<file path="src/pkg/prtp_pkg.sv">
package prtp_pkg;

    // Bus widths
    localparam int MAX_DW = 256;        // Widest payload bus
    localparam int RQ_SB_W = 60;        // Request sideband width
    localparam int CPL_SB_W = 75;       // Completion sideband width
    localparam int TAG_W = 4;           // Tracking tag width
    localparam int TAG_LSB = 24;        // Tag field low bit in sideband
    localparam int PAR_LSB = 28;        // Parity field low bit in sideband
    localparam int PAR_W = 32;          // One parity bit per payload byte
    localparam int ADDR_W = 8;          // APB address bits decoded
    localparam int CNT_W = 16;          // Dropped packet counter width

    // Register byte offsets
    localparam logic [ADDR_W-1:0] OFS_CTRL = 8'h00;   // Control
    localparam logic [ADDR_W-1:0] OFS_STATUS = 8'h04; // Sticky events, RO
    localparam logic [ADDR_W-1:0] OFS_CLEAR = 8'h08;  // Write one to clear
    localparam logic [ADDR_W-1:0] OFS_ENABLE = 8'h0c; // Interrupt enables
    localparam logic [ADDR_W-1:0] OFS_INFO = 8'h10;   // Block state, RO

    // Field positions
    localparam int CTRL_PAR_EN = 0;     // Parity checking on
    localparam int EVT_W = 3;           // Number of event bits
    localparam int EVT_PARITY = 0;      // Parity mismatch seen
    localparam int EVT_TAG = 1;         // Tracking tag presented
    localparam int EVT_DROP = 2;        // Request arrived while halted
    localparam int INFO_FATAL = 0;      // Uncorrectable error latched
    localparam int INFO_TAG_LSB = 4;    // Last presented tag
    localparam int INFO_CNT_LSB = 16;   // Dropped packet count

    // Reset values
    localparam logic RST_PAR_EN = 1'b0;
    localparam logic [EVT_W-1:0] RST_ENABLE = 3'h0;

    // One request beat held toward the transmit side
    typedef struct packed {
        logic [MAX_DW-1:0] payload;
        logic [TAG_W-1:0] tag;
        logic last;
        logic first;
        logic valid;
    } prtp_req_beat_s;

    // One completion beat held toward the application
    typedef struct packed {
        logic [MAX_DW-1:0] payload;
        logic [CPL_SB_W-1:0] sideband;
        logic valid;
    } prtp_cpl_beat_s;

    // APB answer
    typedef struct packed {
        logic pready;
        logic [31:0] prdata;
        logic pslverr;
    } prtp_apb_s;

    // Whole block state
    typedef struct packed {
        prtp_req_beat_s req;
        prtp_cpl_beat_s cpl;
        prtp_apb_s apb;
        logic req_accept;
        logic cpl_src_ready;
        logic in_pkt;
        logic dropping;
        logic tx_abort;
        logic fatal;
        logic par_en;
        logic [EVT_W-1:0] status;
        logic [EVT_W-1:0] enable;
        logic [TAG_W-1:0] tag_out;
        logic tag_valid;
        logic [CNT_W-1:0] drop_cnt;
        logic irq;
    } prtp_state_s;

endpackage

</file>
<file path="src/hw/prtp_req_cpl_path.sv">
// Register access over APB and the register offsets were left to the implementer.
`timescale 1ns/1ns
module prtp_req_cpl_path #(
    parameter int DW = 256  // Build-time payload width: 64, 128 or 256
) (
    // Clock and reset
    input wire logic pclk,
    input wire logic presetn,
    // APB slave
    input wire logic psel,
    input wire logic penable,
    input wire logic pwrite,
    input wire logic [prtp_pkg::ADDR_W-1:0] paddr,
    input wire logic [31:0] pwdata,
    output logic [31:0] prdata,
    output logic pready,
    output logic pslverr,
    // Request stream from the application
    input wire logic [prtp_pkg::MAX_DW-1:0] request_payload_bus,
    input wire logic [prtp_pkg::RQ_SB_W-1:0] request_sideband,
    input wire logic request_last,
    input wire logic request_valid,
    output logic request_accept,
    // Request stream toward the transmit side
    output logic [prtp_pkg::MAX_DW-1:0] tx_payload,
    output logic tx_last,
    output logic tx_valid,
    output logic tx_abort,
    input wire logic tx_ready,
    // Progress report
    output logic [prtp_pkg::TAG_W-1:0] tracking_tag_out,
    output logic tracking_tag_valid,
    // Completions from the receive side
    input wire logic [prtp_pkg::MAX_DW-1:0] cpl_src_payload,
    input wire logic [prtp_pkg::CPL_SB_W-1:0] cpl_src_sideband,
    input wire logic cpl_src_valid,
    output logic cpl_src_ready,
    // Completion stream to the application
    output logic [prtp_pkg::MAX_DW-1:0] completion_payload_bus,
    output logic [prtp_pkg::CPL_SB_W-1:0] completion_sideband,
    output logic completion_valid,
    input wire logic completion_accept,
    // Interrupt and error
    output logic irq,
    output logic internal_error
);

    // Lanes above the configured width are forced low
    localparam logic [prtp_pkg::MAX_DW-1:0] DW_MASK =
        {prtp_pkg::MAX_DW{1'b1}} >> (prtp_pkg::MAX_DW - DW);

    prtp_pkg::prtp_state_s q; // Registered state
    prtp_pkg::prtp_state_s d; // Next state
    logic [prtp_pkg::PAR_W-1:0] par_bad; // Per-byte mismatch
    logic take; // Request beat handed over
    logic tx_done; // Held beat taken by transmit side
    logic bad_now; // Beat fails parity this cycle
    logic first_now; // Beat is the head of a packet
    logic drop_now; // Beat is discarded
    logic cpl_done; // Completion beat taken
    logic apb_acc; // APB access phase
    logic [prtp_pkg::EVT_W-1:0] evt; // Events this cycle
    logic [prtp_pkg::EVT_W-1:0] clr; // Clear mask written

    // Odd parity per byte: byte plus its bit holds an odd count of ones
    genvar gi;
    generate
        for (gi = 0; gi < prtp_pkg::PAR_W; gi++)
        begin : g_par
            if (gi < DW / 8)
            begin : g_used
                // Only lanes inside the configured width count
                assign par_bad[gi] =
                    request_sideband[prtp_pkg::PAR_LSB + gi] ==
                    (^request_payload_bus[gi*8 +: 8]);
            end
            else
            begin : g_unused
                // Upper parity bits are ignored in narrow builds
                assign par_bad[gi] = 1'b0;
            end
        end
    endgenerate

    // Handshake terms
    assign take = request_valid & q.req_accept;
    assign tx_done = q.req.valid & tx_ready;
    assign cpl_done = q.cpl.valid & completion_accept;
    assign first_now = ~q.in_pkt;
    assign bad_now = take & q.par_en & (|par_bad);
    assign drop_now = take & (bad_now | q.dropping | q.fatal);
    assign apb_acc = psel & penable;

    // Next-state logic for the whole block
    always_comb
    begin
        d = q;
        evt = '0;
        clr = '0;
        d.tag_valid = 1'b0;
        d.tx_abort = 1'b0;

        // Transmit side drains the held beat
        if (tx_done)
        begin
            d.req.valid = 1'b0;
            // Head has left: a later completion cannot pass it
            if (q.req.first)
            begin
                d.tag_out = q.req.tag;
                d.tag_valid = 1'b1;
                evt[prtp_pkg::EVT_TAG] = 1'b1;
            end
        end

        // New request beat
        if (take)
        begin
            d.in_pkt = ~request_last;
            if (bad_now)
            begin
                // Uncorrectable: latched until reset
                d.fatal = 1'b1;
                evt[prtp_pkg::EVT_PARITY] = 1'b1;
                // Beats already sent of this packet are nullified
                if (!first_now && !q.dropping && !q.fatal)
                begin
                    d.tx_abort = 1'b1;
                end
                if (!q.dropping && !q.fatal)
                begin
                    d.drop_cnt = q.drop_cnt + 1'b1;
                end
            end
            else if (q.fatal && first_now)
            begin
                // Halted block still swallows traffic so nobody hangs
                evt[prtp_pkg::EVT_DROP] = 1'b1;
            end
            d.dropping = drop_now & ~request_last;
            if (!drop_now)
            begin
                d.req.payload = request_payload_bus & DW_MASK;
                d.req.last = request_last;
                d.req.first = first_now;
                d.req.valid = 1'b1;
                // Tag sampled on the head beat only
                if (first_now)
                begin
                    d.req.tag = request_sideband[prtp_pkg::TAG_LSB +:
                                                 prtp_pkg::TAG_W];
                end
            end
        end
        // Registered accept costs half rate but keeps the port a flop
        d.req_accept = ~d.req.valid;

        // Completion output stage
        if (cpl_done)
        begin
            d.cpl.valid = 1'b0;
        end
        if (cpl_src_valid && q.cpl_src_ready)
        begin
            d.cpl.payload = cpl_src_payload & DW_MASK;
            d.cpl.sideband = cpl_src_sideband;
            d.cpl.valid = 1'b1;
        end
        // Stage loads only when empty, so a stalled beat never changes
        d.cpl_src_ready = ~d.cpl.valid;

        // APB: answer one cycle into the access phase
        d.apb.pready = 1'b0;
        if (apb_acc && !q.apb.pready)
        begin
            d.apb.pready = 1'b1;
            d.apb.prdata = '0;
            d.apb.pslverr = 1'b0;
            case (paddr)
                prtp_pkg::OFS_CTRL:
                begin
                    d.apb.prdata[prtp_pkg::CTRL_PAR_EN] = q.par_en;
                end
                prtp_pkg::OFS_STATUS:
                begin
                    d.apb.prdata[prtp_pkg::EVT_W-1:0] = q.status;
                end
                prtp_pkg::OFS_CLEAR:
                begin
                    // Write-only: reads as zero
                    d.apb.prdata = '0;
                end
                prtp_pkg::OFS_ENABLE:
                begin
                    d.apb.prdata[prtp_pkg::EVT_W-1:0] = q.enable;
                end
                prtp_pkg::OFS_INFO:
                begin
                    d.apb.prdata[prtp_pkg::INFO_FATAL] = q.fatal;
                    d.apb.prdata[prtp_pkg::INFO_TAG_LSB +: prtp_pkg::TAG_W] =
                        q.tag_out;
                    d.apb.prdata[prtp_pkg::INFO_CNT_LSB +: prtp_pkg::CNT_W] =
                        q.drop_cnt;
                end
                default:
                begin
                    // Unmapped address
                    d.apb.pslverr = 1'b1;
                end
            endcase
        end

        // Writes land at the edge that completes the transfer
        if (apb_acc && q.apb.pready && pwrite)
        begin
            case (paddr)
                prtp_pkg::OFS_CTRL:
                begin
                    // Enable only changes between packets
                    if (!q.in_pkt && !take)
                    begin
                        d.par_en = pwdata[prtp_pkg::CTRL_PAR_EN];
                    end
                end
                prtp_pkg::OFS_CLEAR:
                begin
                    clr = pwdata[prtp_pkg::EVT_W-1:0];
                end
                prtp_pkg::OFS_ENABLE:
                begin
                    d.enable = pwdata[prtp_pkg::EVT_W-1:0];
                end
                default:
                begin
                    // Read-only or unmapped: ignored
                    clr = '0;
                end
            endcase
        end

        // Set wins over a clear in the same cycle
        d.status = (q.status & ~clr) | evt;
        d.irq = |(d.status & d.enable);
    end

    // State register
    always_ff @(posedge pclk or negedge presetn)
    begin
        if (!presetn)
        begin
            q <= '0;
            q.par_en <= prtp_pkg::RST_PAR_EN;
            q.enable <= prtp_pkg::RST_ENABLE;
        end
        else
        begin
            q <= d;
        end
    end

    // Outputs straight from state
    assign prdata = q.apb.prdata;
    assign pready = q.apb.pready;
    assign pslverr = q.apb.pslverr;
    assign request_accept = q.req_accept;
    assign tx_payload = q.req.payload;
    assign tx_last = q.req.last;
    assign tx_valid = q.req.valid;
    assign tx_abort = q.tx_abort;
    assign tracking_tag_out = q.tag_out;
    assign tracking_tag_valid = q.tag_valid;
    assign cpl_src_ready = q.cpl_src_ready;
    assign completion_payload_bus = q.cpl.payload;
    assign completion_sideband = q.cpl.sideband;
    assign completion_valid = q.cpl.valid;
    assign irq = q.irq;
    assign internal_error = q.fatal;
endmodule

</file>
<file path="config.mk">
export PLATFORM = sky130hd
export DESIGN_NAME = prtp_req_cpl_path
export DESIGN_NICKNAME = d
export VERILOG_FILES = /design/src/pkg/prtp_pkg.sv /design/src/hw/prtp_req_cpl_path.sv
export SDC_FILE = /design/constraint.sdc
export NUM_CORES = 1
export LEC_CHECK = 0
export BUFFER_PORTS_ARGS = -buffer_cell sky130_fd_sc_hd__buf_2
export CORE_AREA = 2 2 517 519
export DETAILED_ROUTE_END_ITERATION = 16
export DIE_AREA = 0 0 519 521
export HOLD_SLACK_MARGIN = 0.02
export SLEW_MARGIN = 20
export SYNTH_ARGS = -nofsm -noshare
export SYNTH_HDL_FRONTEND = slang
export SYNTH_SLANG_ARGS = --single-unit
</file>
<file path="constraint.sdc">
create_clock -name pclk -period 3.2 [get_ports pclk]
set_input_delay 0.64 -clock pclk [delete_from_list [all_inputs] [get_ports pclk]]
set_output_delay 0.64 -clock pclk [all_outputs]
set_load 0.02 [all_outputs]
</file>
# Yosys cells after proc, flatten, opt, wreduce, memory -nomap -nowiden
# Cells that the tools add are included.
# classes
add_sub_neg,1
reduce_logical,56
n_bitwise,19
n_mul,0
shift,0
magnitude_cmp,0
mux,27
n_div,0
eq_ne,36
# ops
operator,n
$reduce_xor 8->1,32
$mux 34,1
$eq 1x1->1,32
$reduce_or 32->1,1
$add 16x1->16 const B,1
$eq 8x4->1 const B,2
$mux 1,16
$mux 16,1
$mux 3,4
$logic_and 1x1->1,9
$reduce_and 3->1,3
$and 1x1->1,8
$eq 8x3->1 const B,1
$eq 8x5->1 const B,1
$logic_not 8->1,1
$and 3x3->3,2
$reduce_and 2->1,3
$logic_not 1->1,5
$not 1->1,5
$reduce_or 5->1,1
$mux 2,2
$mux 4,1
$pmux 1 s4,1
$pmux 2 s2,1
other kinds (4),5
# totals
elab_cells,163
rom_bits,0
out_inout_bits,634
inputBits,697
n_memories,0
regBits,655
latch_bits,0
ram_bits,0

# Depth between registers and ports, before layout
# Gate-level depths: netlist (run 1).
# logic_depth
depth_word,10
ltp_mapped,10
ltp_nobuf,8

# Least setup slack after synthesis (run 1)
# No wires, ideal clock.
# synth_path
path_kind,in2reg
startpoint,in request_payload_bus[21] in the netlist's numbering
endpoint,reg q (netlist bit tx_payload[109])
t_arrival_ps,3006
required_ps,3072
n_path_buf,2
setup_ps,128
path_stages,10
setup_slack_ps,67
cell_sequence,xor2_1 > xnor3_1 > xnor2_1 > nor4_1 > nand4_1 > o41ai_2 > nand2_2 > buf_2 > buf_4 > mux2_1
# synth_via
elab_chain_cells,9
# synth_rtl
element,line,source
"start, declared",prtp_req_cpl_path.sv:19,"input wire logic [prtp_pkg::MAX_DW-1:0] request_payload_bus,"
$reduce_xor 8->1,prtp_req_cpl_path.sv:75,(^request_payload_bus[gi*8 +: 8]);
$eq 1x1->1,prtp_req_cpl_path.sv:74,request_sideband[prtp_pkg::PAR_LSB + gi] ==
$reduce_or 32->1,prtp_req_cpl_path.sv:90,assign bad_now = take & q.par_en & (|par_bad);
$and 1x1->1,prtp_req_cpl_path.sv:90,
$or 1x1->1 (2 in series),prtp_req_cpl_path.sv:91,assign drop_now = take & (bad_now | q.dropping | q.fatal);
$and 1x1->1,prtp_req_cpl_path.sv:91,
$not 1->1 (no source line),--,
$reduce_and 2->1 (no source line),--,
"end, declared",prtp_req_cpl_path.sv:52,prtp_pkg::prtp_state_s q;
# Every way passes these cells.
# A chain may end at the register's enable or synchronous reset.

# Worst setup path in the final report (run 1)
# layout_path
startpoint,in request_payload_bus[221] in the netlist's numbering
endpoint,reg q (netlist bit tx_payload[28])
# Same word-level chain as after synthesis.

==> results of run 1 <==
## worst max-delay path by stage
stage,to,slack (ns),cells after the start
floorplan,tx_payload[109],0.07,10
global placement,tx_payload[29],-1.44,12
detailed placement,tx_payload[29],-1.21,12
CTS,tx_payload[241],0.003,13
global route,tx_payload[89],-0.11,13
finish,tx_payload[28],-0.13,12
## Yosys cell counts, types with 2 or more instances
cell type and number:
a21oi_1 4, a22o_1 20, and2_1 3, buf_4 626, buf_6 20, clkbuf_1 51, dfrtp_1 655, inv_1 10
mux2_1 208, mux2_2 390, mux2i_1 4, nand2_1 33, nand3_1 7, nand3b_1 2, nand4_1 6, nor2_1 16
nor3_1 9, nor4_1 15, o21ai_0 12, o31ai_1 2, or2_2 2, xnor2_1 153, xnor3_1 22, xor2_1 74
## critical path: stages
cell,delay [ns]
dlygate4sd3_1,0.53
buf_2,0.13
xor2_1,0.15
xnor2_1,0.32
xnor2_2,0.20
buf_12,0.15
nand4_1,0.33
o41ai_4,0.49
buf_6,0.19
nand2_8,0.20
buf_8,0.28
mux2_1,0.35
## flip-flops by register name (all words and copies together) (netlist names), 4 cells and up
signal / count
tracking_tag_out: 4
completion_payload_bus: 256
q: 30
tx_payload: 256
completion_sideband: 75
prdata: 23
## cell type report
cell class | instances | area share
repair buffers | 1616 | 0.2212
clock buffers | 115 | 0.05564
diodes | 85 | 0.004804
multi-input cells | 1006 | 0.2364
flip-flops and latches | 655 | 0.3702
inverters | 11 | 0.0009325
clock inverters | 37 | 0.01102
well taps | 3533 | 0.09983
## cells by family (layout without fill, tap and decap cells)
family | Yosys count | after routing | share of synthesized area
compound gates | 45 | 45 | 0.01044
buf+inv | 709 | 1779 | 0.1631
flops | 655 | 655 | 0.5180
other cells | 1 | 94 | 0.0001185
mux | 602 | 602 | 0.2141
xor+xnor | 249 | 249 | 0.07849
simple gates | 99 | 100 | 0.01534
fa+ha+maj | 1 | 1 | 0.0003954
## power by group through the flow
stage               clock network [mW]  logic, mW  registers (mW)
detailed placement                   0       10.3            11.2
global route                      10.8       11.1            11.3
finish                            10.2       10.5            11.1
floorplan                            0       7.31            10.8
CTS                               10.6       10.6            11.1
global placement                     0       10.2            11.1
## timing repair
item	in CTS	in global routing
endpoints found under the setup margin	277	244
cloned	0	8
hold buffers	168	0
pin swaps	1	10
hold endpoints to repair	193	0
setup buffers	0	1
resized for setup	6	78
## metal layers
layer / GRT usage / vias to the layer above
met5: 0 / -
met4: 0.05133 / 208
met3: 0.1226 / 528
met2: 0.2046 / 1467
met1: 0.1533 / 11110
li1: - / 9500
==> summary.md, run 1 <==
| Metric | Value |
|---|---|
| Place WS | `-1.215 ns` |
| Fmax | `approximately 0.3 GHz` |
| Ranking of synthesized cells by area | `dfrtp_1 (52%), buf_4 (15%), mux2_2 (14%), mux2_1 (7.4%), xnor2_1 (4.2%)` |
| Max Slew Vio Count | `0` |
| Routed wire per std cell | `28.77 µm` |
| P&R area growth vs syn | `39.94%` |
| Unrepaired setup endpoints after global routing | `yes` |
| Root Driver | `clkbuf_16` |
| Sw frac | `0.3717` |
| Violations in the final reports | `setup timing` |
| Layout Cells excl Fill | `a little over 7,000` |
| Ys flop type | `dfrtp_1` |
| Total chip power | `31.80 mW` |
| Drt drc | `0` |
| Num ports | `between 1,000 and 1,500` |
| Ys Warns | `0` |
| Area of the core | `about 0.26 mm²` |
| Antenna Nets Post-Route | `0` |
| Most common cell after layout, fill and taps aside | `buf_2` |
| Placed Cells | `~6,600` |
| WL met3 | `36,680 µm` |
| Chip Width | `519 µm` |
| Largest net degree at the start of global routing | `~100` |
| Reg2Reg Depth | `8` |
| Worst EP required | `just under 4 ns` |
| I/O Buffers | `~1,300` |
| CP arrival | `about 4.0 ns` |
| Vias in the first global route | `between 20,000 and 25,000` |
| Kind of critical path | `input port to flop` |
| Sw power | `about 12 mW` |
| Final setup vio count | `257` |
| Slew margin rel. | `0.4736` |
| Top cell type's share of synthesized area | `0.5180` |
| Worst-Margin Slew | `0.7839 ns` |
| CTS H-tree lvls | `3` |
| Hold Crit Class | `input port to flop` |
| CP startpoint | `request_payload_bus[221]` |
| Combinational power share | `0.331` |
| Clock Power Share | `0.321` |
| Post-synthesis cell type with the largest combined area | `dfrtp_1` |
| Pwr Density | `slightly above 700 mW/mm²` |
| Synth Cell Area | `about 0.032 mm²` |
| CP max FO | `35` |
| Register area | `about 0.016 mm²` |
| Row cnt | `approximately 190` |
| CTS tree | `yes` |
| Via count | `~23,000` |
| Die area | `between 0.2 and 0.3 mm²` |
| Syn Area/Cell | `between 10 and 15 µm²` |
| Post-route minimum period | `about 3.3 ns` |
| Die Ht | `between 500 and 600 µm` |
| Pint | `~20 mW` |
| Clk_lat worst skew | `0.81 ns` |
| Vias/cell | `roughly 3.2` |
| Reg power frac | `0.348` |
| Total track usage | `0.1436` |
| Drt initial violations | `~1,200` |
| Slack of the worst reg-to-reg path | `about 0.87 ns` |
| Hold path endpoint | `q[407]` |
| First-pass GRT wire length | `about 250,000 µm` |
| Share of layout cells above drive strength 1 | `0.5945` |
| CTS buffer count | `88` |
| Utilization after layout | `0.1675` |
| Cells after synthesis | `2,361` |
| Grt ovf | `0` |
| Crit. End Element | `flop` |
| WL met1 | `74,630 µm` |
| Leakage | `between 15 and 20 nW` |
| Setup TNS | `-21.41 ns` |
| Clock tree buffer depth | `4` |
| Maximum vdd drop | `roughly 0.40 mV` |
| Most frequent cells in the layout | `buf_2 (1,261), dfrtp_1 (655), mux2_2 (390), dlygate4sd3_1 (166), mux2_1 (159)` |
| Hold path depth | `2` |
| Filler Cells Inserted | `slightly below 30,000` |
| Sequential area share after synthesis | `0.5180` |
| Top Metal Used | `met5` |
| Reg clk slew, reported paths | `about 0.06 ns` |
| Final setup margin | `-0.1281 ns` |
| GPL Wtd Cong | `0.9356` |
| Status | `finished, violations left` |
| Flops & latches, synth | `655` |
| Initial Utilization | `0.1197` |
| Final hold vios | `0` |
| Multi-input combinational cell area | `0.01047 mm²` |
| Critical R2R Launch | `request_accept` |
| Design area | `0.04428 mm²` |
| CP startpoint kind | `input port` |
| Final worst path period share | `1.040` |
| Worst Skew | `roughly 0.040 ns` |
| Count of cell types in the netlist | `a little over 40` |
| Num Clock Sinks | `approximately 660` |
| Initial antenna violation count | `about 270` |
| EDFF count, synth | `0` |
| RR Endpoint | `q[16]` |
| Cell Area, Placed | `between 0.03 and 0.04 mm²` |
| Routed wl met2 | `81,740 µm` |
| Detailed Route WL | `203,100 µm` |
| Async set or reset register ratio after synthesis | `1.000` |
| DRT Pass-1 Iters | `5` |
| Post-DP HPWL | `approximately 180,000 µm` |
| Final Net Count | `about 4,000` |
| Fin Hold WS | `roughly 0.09 ns` |
| Hold_sp | `request_sideband[27]` |
| Max_cap viols | `0` |
No activity file was read; power rests on OpenSTA's default activity.
==> inputs of run 2 (changes only) <==
--- a/config.mk
+++ b/config.mk
@@ -6,9 +6,9 @@
 export NUM_CORES = 1
 export LEC_CHECK = 0
 export BUFFER_PORTS_ARGS = -buffer_cell sky130_fd_sc_hd__buf_2
-export CORE_AREA = 2 2 517 519
+export CORE_AREA = 2 2 511 513
 export DETAILED_ROUTE_END_ITERATION = 16
-export DIE_AREA = 0 0 519 521
+export DIE_AREA = 0 0 513 515
 export HOLD_SLACK_MARGIN = 0.02
 export SLEW_MARGIN = 20
 export SYNTH_ARGS = -nofsm -noshare
==> summary.md, run 2 (same netlist as run 1, synthesis figures left out) <==
| Metric | Value |
|---|---|
| Routed wire per std cell | `28.57 µm (-0.70%)` |
| Row cnt | `187 (-1.1%)` |
| CP startpoint kind | `input port` |
| Chip Width | `513 µm (-1.2%)` |
| CTS buffer count | `84 (-4.5%)` |
| Crit-path cells | `buf_2 > xor2_4 > xnor3_1 > xnor2_1 > nor4_4 > buf_6 > nand4_1 > o41ai_4 > buf_4 > nand2_8 > buf_12 > buf_16 > mux2_1` |
| Placed Cells | `6,473 (-2.6%)` |
| Clk_lat worst skew | `0.71 ns (-0.10 ns)` |
| Most common cell after layout, fill and taps aside | `buf_2` |
| Crit. End Element | `flop` |
| Via count | `21,750 (-4.7%)` |
| Multi-input combinational cell area | `0.01030 mm² (-1.6%)` |
| Leakage | `18.80 nW (-6.0%)` |
| Post-route minimum period | `3.194 ns (-0.1338 ns)` |
| Worst EP required | `3.75 ns (-0.12 ns)` |
| Most frequent cells in the layout | `buf_2 (1,267), dfrtp_1 (655), mux2_2 (390), mux2_1 (208), xnor2_1 (147)` |
| Fin Hold WS | `0.1510 ns (+0.06088 ns)` |
| Initial antenna violation count | `242 (-9.0%)` |
| Vias/cell | `3.241 (+0.26%)` |
| Root Driver | `clkbuf_16` |
| CTS H-tree lvls | `3 (unchanged)` |
| Hold Crit Class | `input port to flop` |
| CP bufs+invs | `5 (unchanged)` |
| Worst-Margin Slew | `0.8978 ns (+0.1139 ns)` |
| Slowest-stage cell, CP | `xnor3_1` |
| Clock tree buffer depth | `3 (-1)` |
| Area of the core | `0.2585 mm² (-2.2%)` |
| Slew margin rel. | `0.4014 (-0.07220)` |
| Fmax | `0.3131 GHz (+4.2%)` |
| Final Net Count | `3,865 (-5.2%)` |
| Final worst path period share | `0.9982 (-0.04182)` |
| Num Clock Sinks | `655 (unchanged)` |
| GPL Wtd Cong | `0.8490 (-9.3%)` |
| Final setup vio count | `0 (-100%)` |
| Max Slew Vio Count | `0 (unchanged)` |
| Max_cap viols | `0 (unchanged)` |
| Die area | `0.2642 mm² (-2.3%)` |
| Layout Cells excl Fill | `6,709 (-4.9%)` |
| Total chip power | `30.78 mW (-3.2%)` |
| Num ports | `1,331 (unchanged)` |
| CP max FO | `22 (-37%)` |
| First-pass GRT wire length | `237,500 µm (-5.3%)` |
| Grt ovf | `0 (unchanged)` |
| Detailed Route WL | `191,700 µm (-5.6%)` |
| Antenna Nets Post-Route | `0 (unchanged)` |
| Post-DP HPWL | `169,200 µm (-5.3%)` |
| Register area | `0.01639 mm² (unchanged)` |
| Die Ht | `515 µm (-1.2%)` |
| Worst path max stage delay | `0.45 ns (-0.08 ns)` |
| Reg clk slew, reported paths | `0.06 ns (about the same)` |
| Largest net degree at the start of global routing | `92 (-12%)` |
| Final hold vios | `0 (unchanged)` |
| Worst Skew | `0.04546 ns (+0.005647 ns)` |
| Maximum vdd drop | `0.4148 mV (+3.8%)` |
| Share of layout cells above drive strength 1 | `0.6063 (+0.01183)` |
| I/O Buffers | `1,268 (unchanged)` |
| Kind of critical path | `input port to flop` |
| Status | `completed` |
| Total track usage | `0.1395 (-0.004122)` |
| DRT Pass-1 Iters | `5 (unchanged)` |
| Delay-heaviest family, CP | `buffers and inverters` |
| Drt initial violations | `1,136 (-9.0%)` |
| P&R area growth vs syn | `32.05%` |
| Vias in the first global route | `22,070 (-3.8%)` |
| Initial Utilization | `0.1224 (+0.002703)` |
| Filler Cells Inserted | `28,750 (-2.1%)` |
| Drt drc | `0 (unchanged)` |
| CTS tree | `yes` |
| Pwr Density | `736.5 mW/mm² (+2.5%)` |
| CP arrival | `3.75 ns (-0.25 ns)` |
[run 2: metrics by stage]
| step | area [µm²] | util | setup TNS, ns | worst slack, ns |
|---|---|---|---|---|
| finish | 41790 | 0.1616 | 0 | 0.005694 |
| global route | 41660 | 0.1611 | -0.09526 | -0.01242 |
| CTS | 41340 | 0.1599 | 0 | 0.007252 |
| detailed placement | 38460 | 0.1488 | -360.17 | -1.334 |
| global placement | 38460 | 0.1488 | -341.87 | -1.270 |
| floorplan | 31670 | - | 0 | 0.06671 |
[run 2: path summary, 6_finish.rpt]
| path | start | end | slack, ns | cells past startpoint |
|---|---|---|---|---|
| min reg2reg | pslverr | pslverr | 0.48 | 2 |
| max in group asynchronous | presetn | completion_sideband[1] | 1.67 | 4 |
| min in group asynchronous | presetn | tx_payload[127] | 0.49 | 2 |
| max reg2reg | internal_error | q[16] | 0.93 | 7 |
| min | cpl_src_payload[120] | completion_payload_bus[120] | 0.15 | 2 |
| max | request_payload_bus[21] | tx_payload[240] | 0.006 | 13 |
[run 2: cell type report]
cell class,count,area share
antenna,71,0.004252
clock buffer,108,0.05510
clock inverter,47,0.01165
inverter,11,0.0009881
multi-input combinational,1005,0.2465
sequential,655,0.3923
tap,3402,0.1019
timing repair buffer,1410,0.1874
[run 2: what timing repair did]
item / CTS / global route
buffers inserted: 1 / 3
endpoints found under the setup margin: 286 / 274
hold buffers: 1 / 0
gates resized for setup: 11 / 16
hold endpoints to repair: 34 / 0
pin swaps: 4 / 8
gates cloned: 0 / 5
[run 2: layer usage]
| layer | global-route usage | vias to the layer above | wire length (µm) |
|---|---|---|---|
| met5 | 0 | - | 1207 |
| met4 | 0.05626 | 182 | 8659 |
| met3 | 0.1192 | 458 | 33740 |
| met2 | 0.2063 | 1363 | 80270 |
| met1 | 0.1401 | 10700 | 67800 |
| li1 | - | 9040 | - |
[run 2: power breakdown]
part           switching [mW]  internal, mW  leakage, nW
Combinational            6.41          3.58         9.69
Clock                    4.31          5.42         1.36
Sequential               1.02          10.0         7.75
==> inputs of run 3 (changes only) <==
--- a/config.mk
+++ b/config.mk
@@ -5,10 +5,12 @@
 export SDC_FILE = /design/constraint.sdc
 export NUM_CORES = 1
 export LEC_CHECK = 0
+export ABC_AREA = 1
 export BUFFER_PORTS_ARGS = -buffer_cell sky130_fd_sc_hd__buf_2
-export CORE_AREA = 2 2 511 513
+export CORE_AREA = 2 2 524 526
+export CTS_BUF_LIST = sky130_fd_sc_hd__clkbuf_4 sky130_fd_sc_hd__clkbuf_8
 export DETAILED_ROUTE_END_ITERATION = 16
-export DIE_AREA = 0 0 513 515
+export DIE_AREA = 0 0 526 528
 export HOLD_SLACK_MARGIN = 0.02
 export SLEW_MARGIN = 20
 export SYNTH_ARGS = -nofsm -noshare
==> summary.md, run 3 <==
| Metric | Value |
|---|---|
| Utilization after layout | `0.1804 (+0.01879)` |
| Worst EP required | `3.90 ns (+0.15 ns)` |
| Initial Utilization | `0.1218 (-0.0005680)` |
| Top cell type's share of synthesized area | `0.4939 (-0.02410)` |
| Ys Warns | `0 (unchanged)` |
| GPL Wtd Cong | `0.9391 (+11%)` |
| Num ports | `1,331 (unchanged)` |
| Vias in the first global route | `29,200 (+32%)` |
| Post-synthesis cell type with the largest combined area | `dfrtp_1` |
| CTS H-tree lvls | `4 (+1)` |
| Drt initial violations | `1,229 (+8.2%)` |
| CP startpoint | `request_payload_bus[128]` |
| P&R area growth vs syn | `48.10%` |
| Final Net Count | `5,651 (+46%)` |
| WL met3 | `20,220 µm (-40%)` |
| First-pass GRT wire length | `238,100 µm (+0.24%)` |
| Root Driver | `clkbuf_8` |
| Synth Cell Area | `0.03319 mm² (+4.9%)` |
| Maximum vdd drop | `0.3446 mV (-17%)` |
| Grt ovf | `0 (unchanged)` |
| Hold Crit Class | `input port to flop` |
| Top Metal Used | `met5` |
| Final setup vio count | `0 (unchanged)` |
| Setup TNS | `0 ns (unchanged)` |
| Slew margin rel. | `0.5559 (+0.1545)` |
| CP startpoint kind | `input port` |
| Share of layout cells above drive strength 1 | `0.3854 (-0.2209)` |
| Fin Hold WS | `0.1780 ns (+0.02703 ns)` |
| Worst Skew | `0.07975 ns (+0.03429 ns)` |
| Post-synth top cells | `nand2_1 (1,036), dfrtp_1 (655), buf_4 (623), mux2_2 (331), inv_1 (323)` |
| Post_cts resized | `0 (-11)` |
| Detailed Route WL | `180,700 µm (-5.7%)` |
| Async set or reset register ratio after synthesis | `1.000 (unchanged)` |
| Ranking of synthesized cells by area | `dfrtp_1 (49%), buf_4 (14%), nand2_1 (12%), mux2_2 (11%), inv_1 (3.7%)` |
| Final worst path period share | `0.9608 (-0.03744)` |
| Status | `completed` |
| Crit. End Element | `flop` |
| Hold_sp | `pwdata[2]` |
| Die Ht | `528 µm (+2.5%)` |
| CTS tree | `yes` |
| Routed wl met2 | `86,620 µm (+7.9%)` |
| Die area | `0.2777 mm² (+5.1%)` |
| Clock tree buffer depth | `4 (+1)` |
| Pwr Density | `544.5 mW/mm² (-26%)` |
| Post-DP HPWL | `151,700 µm (-10%)` |
| Most frequent cells in the layout | `buf_2 (1,267), nand2_1 (1,035), dfrtp_1 (655), dlygate4sd3_1 (588), mux2_2 (331)` |
| Initial antenna violation count | `118 (-51%)` |
| CTS buffer count | `137 (+63%)` |
| Post-route minimum period | `3.074 ns (-0.1198 ns)` |
| Drt drc | `0 (unchanged)` |
| Count of cell types in the netlist | `28 (-32%)` |
| Critical R2R Launch | `request_accept` |
| Row cnt | `192 (+2.7%)` |
| Kind of critical path | `input port to flop` |
| EDFF count, synth | `0 (unchanged)` |
| Num Clock Sinks | `655 (unchanged)` |
| Clk_lat worst skew | `0.87 ns (+0.16 ns)` |
| Max Slew Vio Count | `0 (unchanged)` |
| Via count | `28,840 (+33%)` |
| DRT Pass-1 Iters | `5 (unchanged)` |
| Vias/cell | `3.318 (+2.4%)` |
| Chip Width | `526 µm (+2.5%)` |
| Largest net degree at the start of global routing | `103 (+12%)` |
| Leakage | `24.87 nW (+32%)` |
| Area of the core | `0.2724 mm² (+5.4%)` |
| Worst-Margin Slew | `0.6610 ns (-0.2368 ns)` |
| CP arrival | `3.77 ns (+0.02 ns)` |
| Routed wire per std cell | `20.79 µm (-27%)` |
| Filler Cells Inserted | `30,260 (+5.2%)` |
| Flops & latches, synth | `655 (unchanged)` |
| I/O Buffers | `1,268 (unchanged)` |
| Unrepaired setup endpoints after global routing | `no` |
| Sequential area share after synthesis | `0.4939 (-0.02410)` |
| Fmax | `0.3253 GHz (+3.9%)` |
| Total track usage | `0.1253 (-0.01424)` |
| Most common cell after layout, fill and taps aside | `buf_2` |
| Design area | `0.04915 mm² (+18%)` |
| Multi-input combinational cell area | `0.01038 mm² (+0.80%)` |
| Antenna Nets Post-Route | `0 (unchanged)` |
| Cell Area, Placed | `0.04003 mm² (+4.1%)` |
| Register area | `0.01639 mm² (unchanged)` |
| WL met1 | `62,190 µm (-8.3%)` |
| Ys flop type | `dfrtp_1` |
| CP max FO | `41 (+86%)` |
| Reg clk slew, reported paths | `0.07 ns (about the same)` |
| Most frequent cell after synthesis | `nand2_1` |
| Max_cap viols | `0 (unchanged)` |
| Syn Area/Cell | `9.267 µm² (-31%)` |
| Cells after synthesis | `3,581 (+52%)` |
| Final hold vios | `0 (unchanged)` |
run 3: changes by cell type after synthesis, moves of 22 or more:
cell	delta
nand2_1	+1003
xor2_1	-59
o21ai_0	+34
nand4_1	+31
o21ai_1	+180
xnor2_1	-130
mux2_2	-59
buf_2	+48
nand3_1	+103
xnor3_1	-22
mux2_1	-208
inv_1	+313
run 3: layer usage:
metal,vias up,global-route usage
met5,-,0
met4,6,0.06678
met3,491,0.06035
met2,1354,0.2168
met1,13480,0.1232
li1,13510,-
run 3: path summary, 6_finish.rpt:
check | to | cells past startpoint | slack (ns)
min reg2reg | tx_payload[42] | 2 | 0.47
max in group asynchronous | completion_payload_bus[230] | 4 | 1.85
min | q[24] | 3 | 0.18
max reg2reg | tx_payload[183] | 7 | 1.02
max | tx_payload[183] | 25 | 0.13
min in group asynchronous | tx_payload[154] | 2 | 0.34
run 3: layout make-up:
class | count | share of cell area
timing repair buffer | 1951 | 0.2722
multi-input combinational | 1870 | 0.2112
antenna | 57 | 0.002902
inverter | 338 | 0.02592
clock buffer | 203 | 0.05290
sequential | 655 | 0.3335
clock inverter | 30 | 0.009954
tap | 3589 | 0.09137
run 3: worst max-delay path, cell delays in order:
cell           delay, ns
dlygate4sd3_1       0.52
buf_2               0.18
inv_1               0.07
nand2_1             0.08
nand2_1             0.05
nand2_1             0.07
nand2_1             0.06
nand2_1             0.08
nand2_1             0.05
nand2_1             0.05
nand2_1             0.04
inv_1               0.07
nand2_1             0.12
nor2_1              0.25
buf_4               0.17
nand2_1             0.08
buf_12              0.14
nor2_1              0.08
nand2_1             0.08
nand2_2             0.12
nand2_8             0.11
buf_12              0.20
buf_12              0.19
nand2_1             0.09
o21ai_1             0.07
run 3: repair_timing:
action                                 4_1_cts  5_1_grt
endpoints found under the hold margin      657        0
hold buffers                               588        0
setup buffers                                0        0
run 3: cell families (layout without fill, tap and decap cells):
| kind of cell | after synthesis | in the layout | synth area share |
|---|---|---|---|
| AND/OR/NAND/NOR | 1240 | 1240 | 0.1490 |
| buffers and inverters | 1064 | 2522 | 0.1948 |
| flip-flops | 655 | 655 | 0.4939 |
| multiplexers | 331 | 331 | 0.1123 |
| AO/OA/AOI/OAI | 251 | 251 | 0.03947 |
| XOR/XNOR | 38 | 38 | 0.01003 |
| adder cells (fa/ha/maj) | 1 | 1 | 0.0003770 |
| other | 1 | 66 | 0.0001130 |
run 3: power breakdown:
group | internal, mW | switching, mW
clock | 6.10 | 4.28
sequential | 9.25 | 0.510
combinational | 2.54 | 4.08
run 3: metrics by stage:
| step | power (mW) | cells | setup WS (ns) |
|---|---|---|---|
| 6_report | 26.76 | 8693 | 0.1255 |
| 5_1_grt | 28.24 | 8677 | 0.03313 |
| 4_1_cts | 27.35 | 8636 | 0.2864 |
| 3_5_place_dp | 15.93 | 7815 | -0.1692 |
| 3_3_place_gp | 15.84 | 7815 | -0.09898 |
| 2_1_floorplan | 14.05 | 3589 | 1.039 |
